==> src/pkg/mpg_defs.svh <==
// Register offsets, reset values and timing counts of the port block
`ifndef MPG_DEFS_SVH
`define MPG_DEFS_SVH
// ----------------------------------------------------------------
// Register offsets
// ----------------------------------------------------------------
`define MPG_FP_DATA_ADDR 16'hFFD0
`define MPG_FP_DIR_ADDR 16'hFFD2
`define MPG_FP_OD_ADDR 16'hF1D2
`define MPG_SP_DATA_ADDR 16'hFFD4
`define MPG_SP_DIR_ADDR 16'hFFD6
`define MPG_SP_OD_ADDR 16'hF1D6
`define MPG_WP_DATA_ADDR 16'hC100
`define MPG_WP_DATA_SET_ADDR 16'hC102
`define MPG_WP_DATA_CLR_ADDR 16'hC104
`define MPG_WP_DIR_ADDR 16'hC200
`define MPG_WP_DIR_SET_ADDR 16'hC202
`define MPG_WP_DIR_CLR_ADDR 16'hC204
`define MPG_WP_OD_ADDR 16'hC300
`define MPG_WP_OD_SET_ADDR 16'hC302
`define MPG_WP_OD_CLR_ADDR 16'hC304
// ----------------------------------------------------------------
// Reset values and the whole-word byte-enable code
// ----------------------------------------------------------------
`define MPG_BYTE_RESET 8'h00
`define MPG_WORD_RESET 16'h0000
`define MPG_BE_WORD 2'h3
// ----------------------------------------------------------------
// Capture sampling interval
// ----------------------------------------------------------------
`define MPG_SAMPLE_NS 200
`define MPG_CLK_NS 50
`define MPG_SAMPLE_CYC ((`MPG_SAMPLE_NS) / (`MPG_CLK_NS))
`endif

==> src/pkg/mpg_pkg.sv <==
// Types shared by the port block
`default_nettype none
package mpg_pkg;
   typedef logic [7:0] mpg_byte_t;
   typedef logic [15:0] mpg_word_t;
   typedef enum logic [2:0]
   {
      MPG_OP_WRITE = 3'h1,
      MPG_OP_SET = 3'h2,
      MPG_OP_CLR = 3'h4
   } mpg_op_t;
endpackage : mpg_pkg
`default_nettype wire

==> src/verilog/mpg_gpio.sv <==
// Three-port general purpose I/O block with alternate functions
// Overview of operation
// - A first-port line whose open-drain bit is 1 drives only low.
// - First-port lines 4 to 7 carry capture/compare channels 28 to 31.
// - Capture pins of both byte ports are sampled every 200 ns as interrupt inputs.
// - First-port lines 0 to 3 carry PWM channels 0 to 3.
// - A PWM pin shows the PWM level XOR the port latch.
// - A second-port direction bit of 0 makes the line an input, 1 an output.
// - Each second-port line is push-pull or open-drain per its open-drain bit.
// - Second-port lines 0 to 7 carry capture/compare channels 16 to 23.
// - Second-port compare data is merged into the latch input, not after it.
// - Wide-port registers take whole-word accesses only.
// - Each wide-port line takes its direction from its direction bit.
// - Each wide-port line is push-pull or open-drain per its open-drain bit.
// - Writing 1 to a set or clear register sets or clears that bit; 0 does nothing.
`default_nettype none
`include "mpg_defs.svh"
module mpg_gpio
(
   // Clock and reset
   input wire logic CLK,
   input wire logic RSTN,
   // Register port
   input wire logic [15:0] BUS_ADDR,
   input wire logic BUS_WR,
   input wire logic BUS_RD,
   input wire logic [1:0] BUS_BE,
   input wire logic [15:0] BUS_WDATA,
   output logic [15:0] BUS_RDATA,
   // Wide port enables
   input wire logic EXT_PERIPH_EN,
   input wire logic WIDE_PORT_EN,
   // Alternate functions
   input wire logic [3:0] PWM_OUT,
   input wire logic [3:0] CC_FIRST_OUT,
   input wire logic [7:0] CC_SECOND_WE,
   input wire logic [7:0] CC_SECOND_D,
   output logic [3:0] CAPTURE_FIRST,
   output logic [7:0] CAPTURE_SECOND,
   // First port pins
   input wire logic [7:0] FIRST_PORT_IN,
   output logic [7:0] FIRST_PORT_OUT,
   output logic [7:0] FIRST_PORT_OE,
   // Second port pins
   input wire logic [7:0] SECOND_PORT_IN,
   output logic [7:0] SECOND_PORT_OUT,
   output logic [7:0] SECOND_PORT_OE,
   // Wide port pins
   input wire logic [15:0] WIDE_PORT_IN,
   output logic [15:0] WIDE_PORT_OUT,
   output logic [15:0] WIDE_PORT_OE
);
   localparam int SAMPLE_CYC = `MPG_SAMPLE_CYC;

   mpg_pkg::mpg_byte_t fp_data_reg, fp_dir_reg, fp_od_reg;
   mpg_pkg::mpg_byte_t sp_data_reg, sp_dir_reg, sp_od_reg;
   mpg_pkg::mpg_word_t wp_data_reg, wp_dir_reg, wp_od_reg;
   logic [31:0] pin_meta_reg, pin_sync_reg;
   logic [2:0] smp_cnt_reg;
   logic smp_tick;
   logic wp_on, wp_acc;
   logic [7:0] fp_level;
   logic [7:0] sp_wr;

   // ----------------------------------------------------------------
   // Helper functions
   // ----------------------------------------------------------------
   function automatic mpg_pkg::mpg_word_t apply_op(input mpg_pkg::mpg_word_t cur,
      input mpg_pkg::mpg_word_t wd, input mpg_pkg::mpg_op_t op);
      case (op)
         mpg_pkg::MPG_OP_WRITE: apply_op = wd;
         mpg_pkg::MPG_OP_SET: apply_op = cur | wd;
         mpg_pkg::MPG_OP_CLR: apply_op = cur & ~wd;
         default: apply_op = cur;
      endcase
   endfunction : apply_op

   // Output enable: off for inputs, and for open-drain lines at high level
   function automatic mpg_pkg::mpg_word_t drive_oe(input mpg_pkg::mpg_word_t lvl,
      input mpg_pkg::mpg_word_t dir, input mpg_pkg::mpg_word_t od);
      drive_oe = dir & ~(od & lvl);
   endfunction : drive_oe

   function automatic mpg_pkg::mpg_op_t wp_decode(input logic [15:0] a,
      input logic [15:0] base);
      if (a == base)
         wp_decode = mpg_pkg::MPG_OP_WRITE;
      else if (a == base + 16'h0002)
         wp_decode = mpg_pkg::MPG_OP_SET;
      else if (a == base + 16'h0004)
         wp_decode = mpg_pkg::MPG_OP_CLR;
      else
         wp_decode = mpg_pkg::mpg_op_t'(3'h0);
   endfunction : wp_decode

   // ----------------------------------------------------------------
   // Pin synchronisers
   // ----------------------------------------------------------------
   always_ff @(posedge CLK)
   begin
      if (!RSTN)
      begin
         pin_meta_reg <= 32'h00000000;
         pin_sync_reg <= 32'h00000000;
      end
      else
      begin
         pin_meta_reg <= {WIDE_PORT_IN, SECOND_PORT_IN, FIRST_PORT_IN};
         pin_sync_reg <= pin_meta_reg;
      end
   end

   // ----------------------------------------------------------------
   // Capture sampling
   // ----------------------------------------------------------------
   assign smp_tick = (smp_cnt_reg == 3'(SAMPLE_CYC - 1));

   always_ff @(posedge CLK)
   begin
      if (!RSTN)
         smp_cnt_reg <= 3'h0;
      else if (smp_tick)
         smp_cnt_reg <= 3'h0;
      else
         smp_cnt_reg <= smp_cnt_reg + 3'h1;
   end

   always_ff @(posedge CLK)
   begin
      if (!RSTN)
      begin
         CAPTURE_FIRST <= 4'h0;
         CAPTURE_SECOND <= 8'h00;
      end
      else if (smp_tick)
      begin
         CAPTURE_FIRST <= pin_sync_reg[7:4];
         CAPTURE_SECOND <= pin_sync_reg[15:8];
      end
   end

   // ----------------------------------------------------------------
   // First port registers
   // ----------------------------------------------------------------
   always_ff @(posedge CLK)
   begin
      if (!RSTN)
      begin
         fp_data_reg <= `MPG_BYTE_RESET;
         fp_dir_reg <= `MPG_BYTE_RESET;
         fp_od_reg <= `MPG_BYTE_RESET;
      end
      else if (BUS_WR && BUS_BE[0])
      begin
         if (BUS_ADDR == `MPG_FP_DATA_ADDR)
            fp_data_reg <= BUS_WDATA[7:0];
         if (BUS_ADDR == `MPG_FP_DIR_ADDR)
            fp_dir_reg <= BUS_WDATA[7:0];
         if (BUS_ADDR == `MPG_FP_OD_ADDR)
            fp_od_reg <= BUS_WDATA[7:0];
      end
   end

   // ----------------------------------------------------------------
   // Second port registers
   // ----------------------------------------------------------------
   assign sp_wr = (BUS_WR && BUS_BE[0] && BUS_ADDR == `MPG_SP_DATA_ADDR) ? 8'hFF : 8'h00;

   // Compare data enters ahead of the latch and wins over a bus write
   always_ff @(posedge CLK)
   begin
      if (!RSTN)
         sp_data_reg <= `MPG_BYTE_RESET;
      else
         sp_data_reg <= (CC_SECOND_WE & CC_SECOND_D)
            | (~CC_SECOND_WE & sp_wr & BUS_WDATA[7:0])
            | (~CC_SECOND_WE & ~sp_wr & sp_data_reg);
   end

   always_ff @(posedge CLK)
   begin
      if (!RSTN)
      begin
         sp_dir_reg <= `MPG_BYTE_RESET;
         sp_od_reg <= `MPG_BYTE_RESET;
      end
      else if (BUS_WR && BUS_BE[0])
      begin
         if (BUS_ADDR == `MPG_SP_DIR_ADDR)
            sp_dir_reg <= BUS_WDATA[7:0];
         if (BUS_ADDR == `MPG_SP_OD_ADDR)
            sp_od_reg <= BUS_WDATA[7:0];
      end
   end

   // ----------------------------------------------------------------
   // Wide port registers
   // ----------------------------------------------------------------
   assign wp_on = EXT_PERIPH_EN && WIDE_PORT_EN;
   assign wp_acc = wp_on && BUS_BE == `MPG_BE_WORD;

   always_ff @(posedge CLK)
   begin
      if (!RSTN)
      begin
         wp_data_reg <= `MPG_WORD_RESET;
         wp_dir_reg <= `MPG_WORD_RESET;
         wp_od_reg <= `MPG_WORD_RESET;
      end
      else if (BUS_WR && wp_acc)
      begin
         wp_data_reg <= apply_op(wp_data_reg, BUS_WDATA,
            wp_decode(BUS_ADDR, `MPG_WP_DATA_ADDR));
         wp_dir_reg <= apply_op(wp_dir_reg, BUS_WDATA,
            wp_decode(BUS_ADDR, `MPG_WP_DIR_ADDR));
         wp_od_reg <= apply_op(wp_od_reg, BUS_WDATA,
            wp_decode(BUS_ADDR, `MPG_WP_OD_ADDR));
      end
   end

   // ----------------------------------------------------------------
   // Read path
   // ----------------------------------------------------------------
   always_ff @(posedge CLK)
   begin
      if (!RSTN)
         BUS_RDATA <= 16'h0000;
      else if (BUS_RD)
      begin
         case (BUS_ADDR)
            `MPG_FP_DATA_ADDR: BUS_RDATA <= {8'h00, pin_sync_reg[7:0]};
            `MPG_FP_DIR_ADDR: BUS_RDATA <= {8'h00, fp_dir_reg};
            `MPG_FP_OD_ADDR: BUS_RDATA <= {8'h00, fp_od_reg};
            `MPG_SP_DATA_ADDR: BUS_RDATA <= {8'h00, pin_sync_reg[15:8]};
            `MPG_SP_DIR_ADDR: BUS_RDATA <= {8'h00, sp_dir_reg};
            `MPG_SP_OD_ADDR: BUS_RDATA <= {8'h00, sp_od_reg};
            `MPG_WP_DATA_ADDR: BUS_RDATA <= wp_acc ? pin_sync_reg[31:16] : 16'h0000;
            `MPG_WP_DIR_ADDR: BUS_RDATA <= wp_acc ? wp_dir_reg : 16'h0000;
            `MPG_WP_OD_ADDR: BUS_RDATA <= wp_acc ? wp_od_reg : 16'h0000;
            default: BUS_RDATA <= 16'h0000;
         endcase
      end
   end

   // ----------------------------------------------------------------
   // Pin drivers
   // ----------------------------------------------------------------
   // PWM lines XOR the latch, compare lines AND it
   assign fp_level = {CC_FIRST_OUT & fp_data_reg[7:4],
      PWM_OUT ^ fp_data_reg[3:0]};

   always_ff @(posedge CLK)
   begin
      if (!RSTN)
      begin
         FIRST_PORT_OUT <= 8'h00;
         FIRST_PORT_OE <= 8'h00;
      end
      else
      begin
         FIRST_PORT_OUT <= fp_level;
         FIRST_PORT_OE <= 8'(drive_oe({8'h00, fp_level}, {8'h00, fp_dir_reg},
            {8'h00, fp_od_reg}));
      end
   end

   always_ff @(posedge CLK)
   begin
      if (!RSTN)
      begin
         SECOND_PORT_OUT <= 8'h00;
         SECOND_PORT_OE <= 8'h00;
      end
      else
      begin
         SECOND_PORT_OUT <= sp_data_reg;
         SECOND_PORT_OE <= 8'(drive_oe({8'h00, sp_data_reg}, {8'h00, sp_dir_reg},
            {8'h00, sp_od_reg}));
      end
   end

   always_ff @(posedge CLK)
   begin
      if (!RSTN)
      begin
         WIDE_PORT_OUT <= 16'h0000;
         WIDE_PORT_OE <= 16'h0000;
      end
      else
      begin
         WIDE_PORT_OUT <= wp_data_reg;
         WIDE_PORT_OE <= wp_on ? drive_oe(wp_data_reg, wp_dir_reg, wp_od_reg)
            : 16'h0000;
      end
   end
endmodule : mpg_gpio
`default_nettype wire

==> config.mk <==
export PLATFORM = sky130hd
export DESIGN_NAME = mpg_gpio
export DESIGN_NICKNAME = d
export VERILOG_FILES = /design/src/pkg/mpg_pkg.sv /design/src/verilog/mpg_gpio.sv
export VERILOG_INCLUDE_DIRS = /design/src /design/src/pkg
export SDC_FILE = /design/constraint.sdc
export NUM_CORES = 1
export LEC_CHECK = 0
export BUFFER_PORTS_ARGS = -buffer_cell sky130_fd_sc_hd__buf_2
export CAP_MARGIN = 40
export CORE_ASPECT_RATIO = 0.75
export CORE_MARGIN = 2
export CORE_UTILIZATION = 51
export CTS_BUF_LIST = sky130_fd_sc_hd__clkbuf_4 sky130_fd_sc_hd__clkbuf_8
export CTS_CLUSTER_DIAMETER = 30
export DETAILED_ROUTE_END_ITERATION = 8
export GPL_ROUTABILITY_DRIVEN = 1
export HOLD_SLACK_MARGIN = 0.15
export PLACE_DENSITY_LB_ADDON = 0.2
export SYNTH_ARGS = -nofsm -noshare
export SYNTH_HDL_FRONTEND = slang
export SYNTH_SLANG_ARGS = --single-unit
==> constraint.sdc <==
create_clock -name CLK -period 2.36 [get_ports CLK]
set_input_delay 0.236 -clock CLK [delete_from_list [all_inputs] [get_ports CLK]]
set_output_delay 0.236 -clock CLK [all_outputs]
set_load 0.01 [all_outputs]
After elaboration in Yosys (flattened, before gate mapping)
Index checks and enable logic that the tools add are counted.

word-level totals
  flip-flop bits (word level) = 255
  input port bits = 96

cells by class
  $add $sub $neg = 1
  equality and inequality tests = 26
  multiplexer cells = 23
  bitwise gates (word level) = 28
  reductions and logical operators = 18

operators with widths
  cell                                                 count
  equality test 16 bit, second input constant          15
  case mux 16 bit (3 select lines)                     3
  case mux 16 bit (9 select lines)                     1
  AND 16 bit                                           5
  AND 8 bit                                            9
  two-way mux 16 bit                                   3
  OR 16 bit                                            3
  two-way mux 3 bit                                    15
  NOT 16 bit                                           2
  NOT 8 bit                                            4
  AND reduction 2 bit                                  9
  OR 8 bit                                             2
  equality test 3 x 2 -> 1 bit, second input constant  4
  equality test 3 x 1 -> 1 bit, second input constant  3
  equality test 3 bit, second input constant           3
  nonzero test 3 bit                                   3
  two-way mux 8 bit                                    1
  logical AND 1 bit                                    5
  AND 4 bit                                            1
  bitwise XOR 4 bit                                    1
  adder 3 x 1 -> 3 bit, second input constant          1
  equality test 2 bit, second input constant           1
  OR reduction 2 bit                                   1
  NOT 1 bit                                            1

Logic depth before layout (Yosys ltp)
Gate-level depths: netlist (run 1).

  word-level depth = 9
  mapped depth = 9
  mapped depth without buffers = 5

Worst setup path after synthesis (run 1)
No wires, ideal clock.

  kind = input -> register
  start = in BUS_ADDR[2]
  end = reg sp_data_reg[0]
  setup time = 0.116 ns
  arrival time = 2.204 ns
  required time = 2.244 ns
  setup slack = 0.040 ns
  stages = 6
  path buffers = 1
  cell sequence = buf_4 -> or4b_2 -> or4_1 -> nor2_2 -> mux2_2 -> o211a_1

on the way
  word-level cells in the longest chain between the ends = 7
  elaborated cells on any way between the ends = 10
  those cells by class = 1 x eq/ne; 1 x mux; 7 x bitwise; 1 x reduce/logical

RTL lines
  element                                 RTL line                          text
  start, declared                         mpg_gpio.sv:24                    input wire logic [15:0] BUS_ADDR,
  equality test 16 bit (*)                n/a
  logical AND 1 bit (no line) (*)         n/a
  two-way mux 8 bit (*)                   mpg_gpio.sv:167                   assign sp_wr = (BUS_WR && BUS_BE[0] && BUS_ADDR == `MPG_SP_DATA_ADDR) ? 8'hFF : 8'h00;
  AND 8 bit or NOT 8 bit (tied branches)  mpg_gpio.sv:176, mpg_gpio.sv:177
  AND 8 bit, on equally long branches     mpg_gpio.sv:176, mpg_gpio.sv:177
  OR 8 bit or AND 8 bit (tied branches)   mpg_gpio.sv:176, mpg_gpio.sv:177
  OR 8 bit (*)                            mpg_gpio.sv:177                   | (~CC_SECOND_WE & ~sp_wr & sp_data_reg);
  end signal, assigned                    mpg_gpio.sv:173                   sp_data_reg <= `MPG_BYTE_RESET;
  end signal, assigned                    mpg_gpio.sv:175                   sp_data_reg <= (CC_SECOND_WE & CC_SECOND_D)
  end, declared                           mpg_gpio.sv:56                    mpg_pkg::mpg_byte_t sp_data_reg, sp_dir_reg, sp_od_reg;

Every way passes the cells marked *; elsewhere a longest branch is shown, timed or not.
A chain may end at the register's enable or synchronous reset.

Worst setup path after layout (run 1)
  start = in BUS_ADDR[0]
  end = reg sp_data_reg[4]

Same word-level chain as after synthesis.

==> results of run 1 <==
==> through the flow <==
step / hold WS, ns / cells / TNS (ns)
2_1_floorplan: 0.342 / 984 / 0
3_3_place_gp: 0.411 / 1407 / -0.676
3_5_place_dp: 0.418 / 1407 / -0.586
4_1_cts: 0.270 / 1565 / 0
5_1_grt: 0.315 / 1565 / 0
6_report: 0.300 / 1565 / 0
==> cell type report <==
class                           count  area share (%)
Clock buffer                       63            6.22
Multi-Input combinational cell    667            33.0
Sequential cell                   255            39.8
Timing Repair Buffer              317            17.0
Clock inverter                     14            1.49
Inverter                            2          0.0585
Tap cell                          247            2.41
==> worst max-delay path: stages <==
cell and delay (ns):
buf_2 0.11, or4b_2 0.71, or4_1 0.44, nor2_2 0.15, buf_12 0.14, mux2_2 0.33, o211a_1 0.20
==> metal layers <==
layer,vias to the layer above,track usage (%)
met5,-,0
met4,0,8.96
met3,49,5.60
met2,366,41.6
met1,3956,39.9
li1,4050,-
==> timing repair <==
item                      4_1_cts  5_1_grt
hold endpoints to repair      136        0
buffers inserted                0        0
hold buffers                   81        0
resized for setup               0        0
==> kinds of logic after synthesis <==
logic type / share of synthesized area, %
and+or+nand+nor: 23.6
AOI/OAI and AO/OA: 15.7
muxes: 3.85
buffers and inverters: 2.95
xor gates and xnor gates: 0.546
DFF: 53.1
adders and majority gates: 0.260
==> path summary, 6_finish.rpt <==
check,from,endpoint,slack [ns],cells past startpoint
hold reg to reg,pin_meta_reg[8],pin_sync_reg[8],0.43,1
setup / recovery,BUS_ADDR[0],sp_data_reg[4],0.46,7
hold / removal,BUS_RD,BUS_RDATA[7],0.30,5
setup reg to reg,fp_od_reg[3],BUS_RDATA[3],1.04,3
==> cells in the final DEF (no fill, tap or decap), types with 28 or more instances in the layout <==
master         instances
buf_2                186
o21ai_0               45
dfxtp_1              255
mux2i_1               28
a22oi_1               29
nand2_1              137
nor2b_1               30
a22o_1                35
and2_1               136
buf_4                 45
clkbuf_8              52
dlygate4sd3_1         81
==> power breakdown <==
part	switching, uW	internal, uW	leakage [uW]
logic	244	256	0.00311
registers	35.5	4380	0.00207
clock network	1770	2630	0.000506
==> results.py, run 1 <==
metrics = {
    "clock_network": {
        "clk_latency_ns": 0.54,
        "cts_sinks": 255,
        "ctsLongestPathBuffers": 3,
        "numCtsBuffers": 42,
        "ctsRootBufferMaster": "clkbuf_8",
        "clkTransAtPathRegs_ns": 0.06,
        "cts_tree": "done",
        "htreeDepth": 2,
    },
    "final_layout": {
        "seq_area_sq_um": 5100,
        "drive_gt1_share_pct": 25.6,
        "multi_input_area_sq_um": 4240,
        "fillers": 1467,
        "fin_area_sq_um": 12800,
        "syn_to_final_growth_pct": 33.4,
        "final_core_util_pct": 69.3,
        "fin_nets": 1383,
        "diodes": 0,
    },
    "sta": {
        "timing.fmax_ghz": 0.528,
        "final-hold-violation-count": 0,
        "finClkSkew_ns": 0.0271,
        "finalCritPeriodShare_pct": 80.3,
        "fin_crit_ns": 1.90,
        "finalSetupViolations": 0,
        "maxSlewHeadroom_pct": 50.6,
        "slew_violations": 0,
        "rsz0062_at_grt": "false",
        "worst_slew_pin_slew_ns": 0.741,
        "setup_ws_ns": 0.465,
    },
    "synth": {
        "ys.flop_type": "dfxtp_1",
        "avgSynthCellArea_sq_um": 9.77,
        "synthDominantCellAreaShare_pct": 53.1,
        "synth_most_common_cell": "dfxtp_1",
        "synth_top_cell_by_area": "dfxtp_1",
        "synth_edf_count": 0,
        "syn_nets": 1082,
        "synth_area_leaders": "dfxtp_1 53%, and2_1 8.8%, nand2_1 5.3%",
        "synth-seq-cells": 255,
        "netlist_instances": 984,
        "yosysWarningCount": 0,
        "netlist_top_cells_count": "255 x dfxtp_1, 137 x nand2_1, 136 x and2_1",
        "synth_cell_type_count": 55,
        "synth-async-reset-ratio_pct": 0,
        "yosysSeqAreaShare_pct": 53.1,
        "syn-cell-area_sq_um": 9620,
    },
    "route": {
        "wl_per_cell_microns": 17.9,
        "dr_wl_met3_mm": 2.28,
        "dr.pass1.iters": 6,
        "avgViaCountPerCell": 5.38,
        "route.vias.total": 8421,
        "antenna_left": 0,
        "drc": 0,
        "drt-total-wl_mm": 28.0,
        "highest_layer": "met4",
        "wl_met2_mm": 12.1,
        "wl_met1_mm": 13.0,
        "drtIter0Drc": 763,
    },
    "pwr": {
        "power.leakage_uw": 0.00568,
        "total_power_uw": 9320,
        "p_per_area_nw_per_um2": 726,
        "ir_drop_v": 0.000448,
    },
    "die": {
        "num_rows": 43,
        "die_area_sq_um": 20000,
        "ios": 188,
        "initial_utilization_pct": 52.0,
        "die_width_microns": 163,
        "core_area_sq_um": 18500,
        "chipHeight_microns": 123,
    },
    "global_routing": {
        "grt.overflow.total": 0,
        "grt_max_degree": 93,
        "grt_usage_pct": 27.6,
        "grt_pass1_vias": 7911,
        "grt_pass1_wl_mm": 42.9,
        "antenna_found_initial": 1,
    },
    "worst_setup_path": {
        "critical_path.max_fanout": 8,
        "crit_type": "in -> reg",
        "start_kind": "input pin",
        "cp.required_ns": 2.79,
        "worst_setup_path_end_kind": "flip-flop",
        "crit_arrival_ns": 2.33,
    },
    "placed_design": {
        "dp_hpwl_mm": 18.7,
        "place_area_sq_um": 11000,
        "gp_congestion": 0.924,
        "post-place-ws_ns": -0.0833,
        "portBuffers": 187,
    },
    "status": {
        "status": "completed",
    },
    "hold_path": {
        "min_path_type": "in -> reg",
    },
    "job": {
        "drv_cap": 0,
    },
}
No activity file was read; power rests on OpenSTA's default activity.
==> run 2, diff against run 1 <==
Settings changed: ABC_AREA set to 1, CORE_UTILIZATION 51 to 57.
Clock period 2.36 ns to 1.9 ns, I/O delays scaled along.
==> run 2 against run 1 <==
Count of clock-buffer cells in the layout is 1 higher. Global-route usage rose by 4.8 points. Total power increased by 24%. Via count up 16%. Flip-flop and latch count unchanged. Synthesized cell count up 30%. Clock skew is 0.0088 ns lower. Setup slack worse by 0.33 ns. Sequential share of layout area decreased by 0.35 points. Combinational power is 40% higher. Cell count up 16%. Core utilization is 7.4 points higher. Critical endpoint is now sp_data_reg[2].
==> results.py, run 2 <==
metrics = {
    "route": {
        "route.vias.total": 9790,
        "drt-total-wl_mm": 30.5,
        "dr.pass1.iters": 5,
        "drtIter0Drc": 1116,
        "avgViaCountPerCell": 5.39,
        "drc": 0,
        "wl_per_cell_microns": 16.8,
        "antenna_left": 0,
    },
    "worst_setup_path": {
        "start_kind": "input pin",
        "crit_arrival_ns": 2.21,
        "worst_setup_path_end_kind": "flip-flop",
        "critical_path.max_fanout": 14,
        "cp.required_ns": 2.34,
        "cp_slowest_stage_delay_ns": 0.56,
        "crit_type": "in -> reg",
        "path_cells": "buf_2, inv_1, nand4_1, buf_4, nor3_2, nand3_1, buf_4, a21oi_1, o21ai_0, nand3_1, dlygate4sd3_1, inv_1",
        "critPathSlowestCell": "dlygate4sd3_1",
    },
    "die": {
        "initial_utilization_pct": 58.4,
        "die_area_sq_um": 18400,
        "core_area_sq_um": 16900,
        "ios": 188,
        "die_width_microns": 156,
        "chipHeight_microns": 118,
        "num_rows": 41,
    },
    "synth": {
        "avgSynthCellArea_sq_um": 7.72,
        "syn_nets": 1375,
        "synth-seq-cells": 255,
        "synth_cell_type_count": 30,
        "synth_most_common_cell": "dfxtp_1",
        "synth_edf_count": 0,
        "synth_top_family_by_area": "simple AND/OR/NAND/NOR gates",
        "yosysSeqAreaShare_pct": 51.8,
        "synthAdderAreaFrac_pct": 0.254,
        "synth-async-reset-ratio_pct": 0,
        "synth_area_leaders": "dfxtp_1 52%, inv_1 8.1%, nand2_1 7.4%",
        "ys.flop_type": "dfxtp_1",
        "syn-cell-area_sq_um": 9860,
        "yosysWarningCount": 0,
        "synth_simple_gate_area_share_pct": 20.9,
        "synth-xor-area-share_pct": 0.355,
        "synthDominantCellAreaShare_pct": 51.8,
        "netlist_instances": 1277,
        "netlist_top_cells_count": "255 x dfxtp_1, 214 x inv_1, 194 x nand2_1",
        "synth-compound-area-share_pct": 15.7,
        "synth_top_cell_by_area": "dfxtp_1",
        "synth.mux.area_fraction_pct": 0,
    },
    "final_layout": {
        "fillers": 1223,
        "fin_nets": 1669,
        "syn_to_final_growth_pct": 31.3,
        "fin_cells": 1818,
        "layout_common_cells": "255 x dfxtp_1, 214 x inv_1, 194 x nand2_1, 186 x buf_2, 130 x nand3_1",
        "fin_area_sq_um": 12900,
        "final_common_cell": "dfxtp_1",
        "diodes": 0,
        "drive_gt1_share_pct": 21.7,
    },
    "status": {
        "status": "completed",
    },
    "sta": {
        "finalSetupViolations": 0,
        "setup_ws_ns": 0.132,
        "timing.fmax_ghz": 0.566,
        "finClkSkew_ns": 0.0183,
        "finalCritPeriodShare_pct": 93.1,
        "final-hold-violation-count": 0,
        "slew_violations": 0,
        "maxSlewHeadroom_pct": 62.6,
        "worst_hold_slack_ns": 0.234,
        "worst_slew_pin_slew_ns": 0.559,
        "rsz0062_at_grt": "false",
        "finalSetupTns_ns": 0,
        "fin_crit_ns": 1.77,
    },
    "placed_design": {
        "post-place-ws_ns": 0.104,
        "gp_congestion": 0.918,
        "dp_cells": 1664,
        "place_area_sq_um": 11200,
        "dp_hpwl_mm": 19.5,
        "portBuffers": 187,
    },
    "clock_network": {
        "htreeDepth": 2,
        "numCtsBuffers": 43,
        "ctsRootBufferMaster": "clkbuf_8",
        "ctsLongestPathBuffers": 3,
        "clkTransAtPathRegs_ns": 0.07,
        "cts_tree": "done",
        "cts_sinks": 255,
        "clk_latency_ns": 0.53,
        "postCtsSetupBuffers": 0,
    },
    "pwr": {
        "power.leakage_uw": 0.00637,
        "ir_drop_v": 0.000654,
        "p_per_area_nw_per_um2": 894,
    },
    "global_routing": {
        "grt_pass1_vias": 9230,
        "grt_pass1_wl_mm": 47.3,
        "grt_max_degree": 86,
        "grt_usage_pct": 32.3,
        "grt.overflow.total": 0,
        "antenna_found_initial": 0,
    },
    "job": {
        "drv_cap": 0,
    },
    "hold_path": {
        "min_path_type": "in -> reg",
    },
}
[run 2: changes by cell type after synthesis, moves of 35 or more]
| cell | change |
|---|---|
| o21ai_0 | +51 |
| nand2_1 | +57 |
| inv_1 | +212 |
| nand3_1 | +117 |
| and2_1 | -136 |
| a22o_1 | -35 |
| a21oi_1 | +53 |
| nor2_1 | +99 |
[run 2: kinds of logic (layout without fill, tap and decap cells)]
logic type               after synthesis  after routing
AND/OR/NAND/NOR                      468            468
AO/OA/AOI/OAI                        269            269
XOR/XNOR                               4              4
flip-flops                           255            255
buffers and inverters                279            605
adder cells (fa/ha/maj)                2              2
[run 2: worst paths after layout]
kind	to	depth (start not counted)	slack (ns)	startpoint
worst max-delay path	sp_data_reg[2]	12	0.13	BUS_ADDR[5]
worst min-delay path	fp_data_reg[6]	5	0.23	BUS_ADDR[3]
worst max register to register	sp_data_reg[2]	5	0.40	sp_data_reg[2]
worst min register to register	pin_sync_reg[11]	2	0.41	pin_meta_reg[11]
[run 2: layout make-up]
| cell class | count | area (sq um) | share of cell area (%) |
|---|---|---|---|
| flip-flops and latches | 255 | 5100 | 39.4 |
| multi-input cells | 743 | 3680 | 28.4 |
| repair buffers | 308 | 2110 | 16.3 |
| inverters | 220 | 826 | 6.38 |
| clock buffers | 64 | 812 | 6.27 |
| well taps | 215 | 269 | 2.08 |
| clock inverters | 13 | 150 | 1.16 |
[run 2: critical path: cells and delay by family]
kind / cells / cell delay [ns]
AOI/OAI and AO/OA: 2 / 0.32
buffers and inverters: 6 / 1.19
and+or+nand+nor: 4 / 0.49
[run 2: repair_timing]
action / in CTS / in global routing
gates resized for setup: 0 / 2
hold buffers: 77 / 0
hold endpoints to repair: 138 / 0
endpoints found under the setup margin: 0 / 5
[run 2: metrics by stage]
step	utilization, %	total power (uW)
CTS	76.6	11500
global placement	66.4	6160
global route	76.7	11900
finish	76.7	11600
detailed placement	66.4	6170
floorplan	-	5890
[run 2: power by group]
group | leakage [uW] | internal, uW | switching, uW
Clock | 0.000498 | 3160 | 2190
Combinational | 0.00380 | 298 | 404
Sequential | 0.00207 | 5460 | 57.0
[run 2: metal layers]
metal	GRT usage (%)	wire, microns	up-vias
met3	7.73	3580	81
met1	44.1	12600	4425
met2	51.0	13600	597
met5	0	0	-
li1	-	-	4687
met4	9.86	793	0
==> run 3, diff against run 2 <==
Settings changed: CORE_UTILIZATION 57 to 48.
Clock period 1.9 ns to 1.6 ns, I/O delays scaled along.
==> run 3 against run 2 <==
Critical path depth is 6 lower. Worst hold slack worse by 0.061 ns. Total power is 17% higher. Setup slack better by 0.0046 ns. Routed wire length is 3.9% lower. Register-to-register slack worse by 0.05 ns. Final area is 2.1% higher. Cell count is 4.1% higher. Sequential share of layout area is 0.82 points lower. Sequential power is 19% higher. Die area is 18% higher. Critical endpoint is now wp_data_reg[7].
==> results.py, run 3 (synthesized netlist as in run 2, its figures left out) <==
metrics = {
    "worst_setup_path": {
        "crit-reg2reg-launch": "smp_cnt_reg[0]",
        "crit_family": "buffers and inverters",
        "start_kind": "input pin",
        "worst_setup_path_end_kind": "flip-flop",
        "critPathSlowestCell": "dlygate4sd3_1",
        "reg2reg_depth": 6,
        "cp.required_ns": 2.06,
        "critical_path.max_fanout": 18,
        "crit_arrival_ns": 1.92,
        "r2r_slack_ns": 0.35,
        "path_buf_inv": 3,
        "regToRegEndpoint": "CAPTURE_SECOND[6]",
        "cp_slowest_stage_delay_ns": 1.06,
        "worst-path-stages": 6,
        "crit_start": "RSTN",
        "crit_type": "in -> reg",
        "path_cells": "buf_4, dlygate4sd3_1, nand2_1, inv_1, nand4_1, o21ai_1",
    },
    "die": {
        "ios": 188,
        "core_area_sq_um": 20200,
        "die_area_sq_um": 21700,
        "die_width_microns": 170,
        "chipHeight_microns": 128,
        "initial_utilization_pct": 48.8,
        "num_rows": 45,
    },
    "global_routing": {
        "use_met3_pct": 7.01,
        "grt_max_degree": 73,
        "grt_pass1_wl_mm": 45.3,
        "antenna_found_initial": 0,
        "gr-usage-met1_pct": 37.7,
        "grt.overflow.total": 0,
        "grt_usage_pct": 26.5,
        "grt-busiest-layer": "met2",
        "grt_pass1_vias": 8684,
        "grt_use_met2_pct": 39.8,
    },
    "route": {
        "dr.pass1.iters": 6,
        "route.vias.total": 9517,
        "wl_per_cell_microns": 15.5,
        "antenna_left": 0,
        "drc": 0,
        "drtIter0Drc": 851,
        "drt-total-wl_mm": 29.3,
        "avgViaCountPerCell": 5.03,
    },
    "status": {
        "status": "completed",
    },
    "sta": {
        "worst_slew_pin_slew_ns": 0.734,
        "fin_crit_ns": 1.46,
        "final-hold-violation-count": 0,
        "slew_violations": 0,
        "rsz0062_at_grt": "false",
        "finClkSkew_ns": 0.0253,
        "finalCritPeriodShare_pct": 91.5,
        "finalSetupViolations": 0,
        "timing.fmax_ghz": 0.683,
        "maxSlewHeadroom_pct": 50.9,
    },
    "pwr": {
        "power.leakage_uw": 0.00651,
        "ir_drop_v": 0.000618,
        "p_per_area_nw_per_um2": 1020,
        "total_power_uw": 13500,
    },
    "placed_design": {
        "gp_congestion": 0.927,
        "dp_hpwl_mm": 20.6,
        "dp_cells": 1735,
        "portBuffers": 187,
    },
    "final_layout": {
        "final_common_cell": "dfxtp_1",
        "drive_gt1_share_pct": 22.9,
        "fin_nets": 1700,
        "syn_to_final_growth_pct": 34.1,
        "fin_cells": 1892,
        "layout_common_cells": "255 x dfxtp_1, 214 x inv_1, 194 x nand2_1, 186 x buf_2, 130 x nand3_1",
        "diodes": 0,
    },
    "clock_network": {
        "clk_latency_ns": 0.54,
        "clkTransAtPathRegs_ns": 0.06,
        "cts_tree": "done",
        "htreeDepth": 2,
        "ctsLongestPathBuffers": 3,
        "numCtsBuffers": 43,
        "ctsRootBufferMaster": "clkbuf_8",
        "cts_sinks": 255,
    },
    "hold_path": {
        "hold_depth": 4,
        "hp-start": "RSTN",
        "min_path_type": "in -> reg",
        "worst_hold_path.endpoint": "wp_dir_reg[10]",
    },
    "job": {
        "drv_cap": 0,
    },
}
run 3: tightest hold or removal path, delay by kind of cell:
kind,cells,cell delay (ns)
compound gates,1,0.06
buf+inv,2,0.36
simple gates,1,0.08
run 3: power breakdown:
group	leakage (uW)	switching, uW	total, uW	internal (uW)
sequential	0.00207	63.8	6550	6490
clock	0.000476	2620	6110	3490
combinational	0.00397	467	847	381
run 3: worst max-delay path by stage:
stage | slack [ns] | end
after CTS | 0.18 | wp_data_reg[7]
final | 0.14 | wp_data_reg[7]
after floorplan | 0.13 | wp_od_reg[11]
after detailed placement | -0.13 | wp_data_reg[9]
after global routing | 0.02 | wp_data_reg[5]
after global placement | -0.09 | BUS_RDATA[6]
run 3: routing by layer:
layer,routed length [microns],up-vias
met4,521,0
met5,0,-
met2,12300,427
li1,-,4755
met1,13700,4288
met3,2860,47
run 3: what timing repair did:
action / in CTS / in global routing
setup buffers: 0 / 0
resized for setup: 0 / 0
endpoints found under the hold margin: 147 / 0
hold buffers: 80 / 0
run 3: per-stage QoR:
stage	utilization (%)	hold slack (ns)	worst slack (ns)	TNS, ns	instance area, sq um
after floorplan	-	0.258	0.131	0	9860
after global placement	56.9	0.340	-0.0884	-1.59	11500
after detailed placement	56.9	0.343	-0.131	-3.14	11500
after CTS	65.4	0.152	0.178	0	13200
after global routing	65.4	0.168	0.0222	0	13200
final	65.4	0.174	0.136	0	13200
run 3: area by class of cell:
type,instances,area [sq um]
clock buffers,62,778
clock inverters,15,149
flip-flops and latches,255,5100
multi-input cells,743,3670
well taps,258,323
fillers,1723,6990
repair buffers,339,2370
inverters,220,826
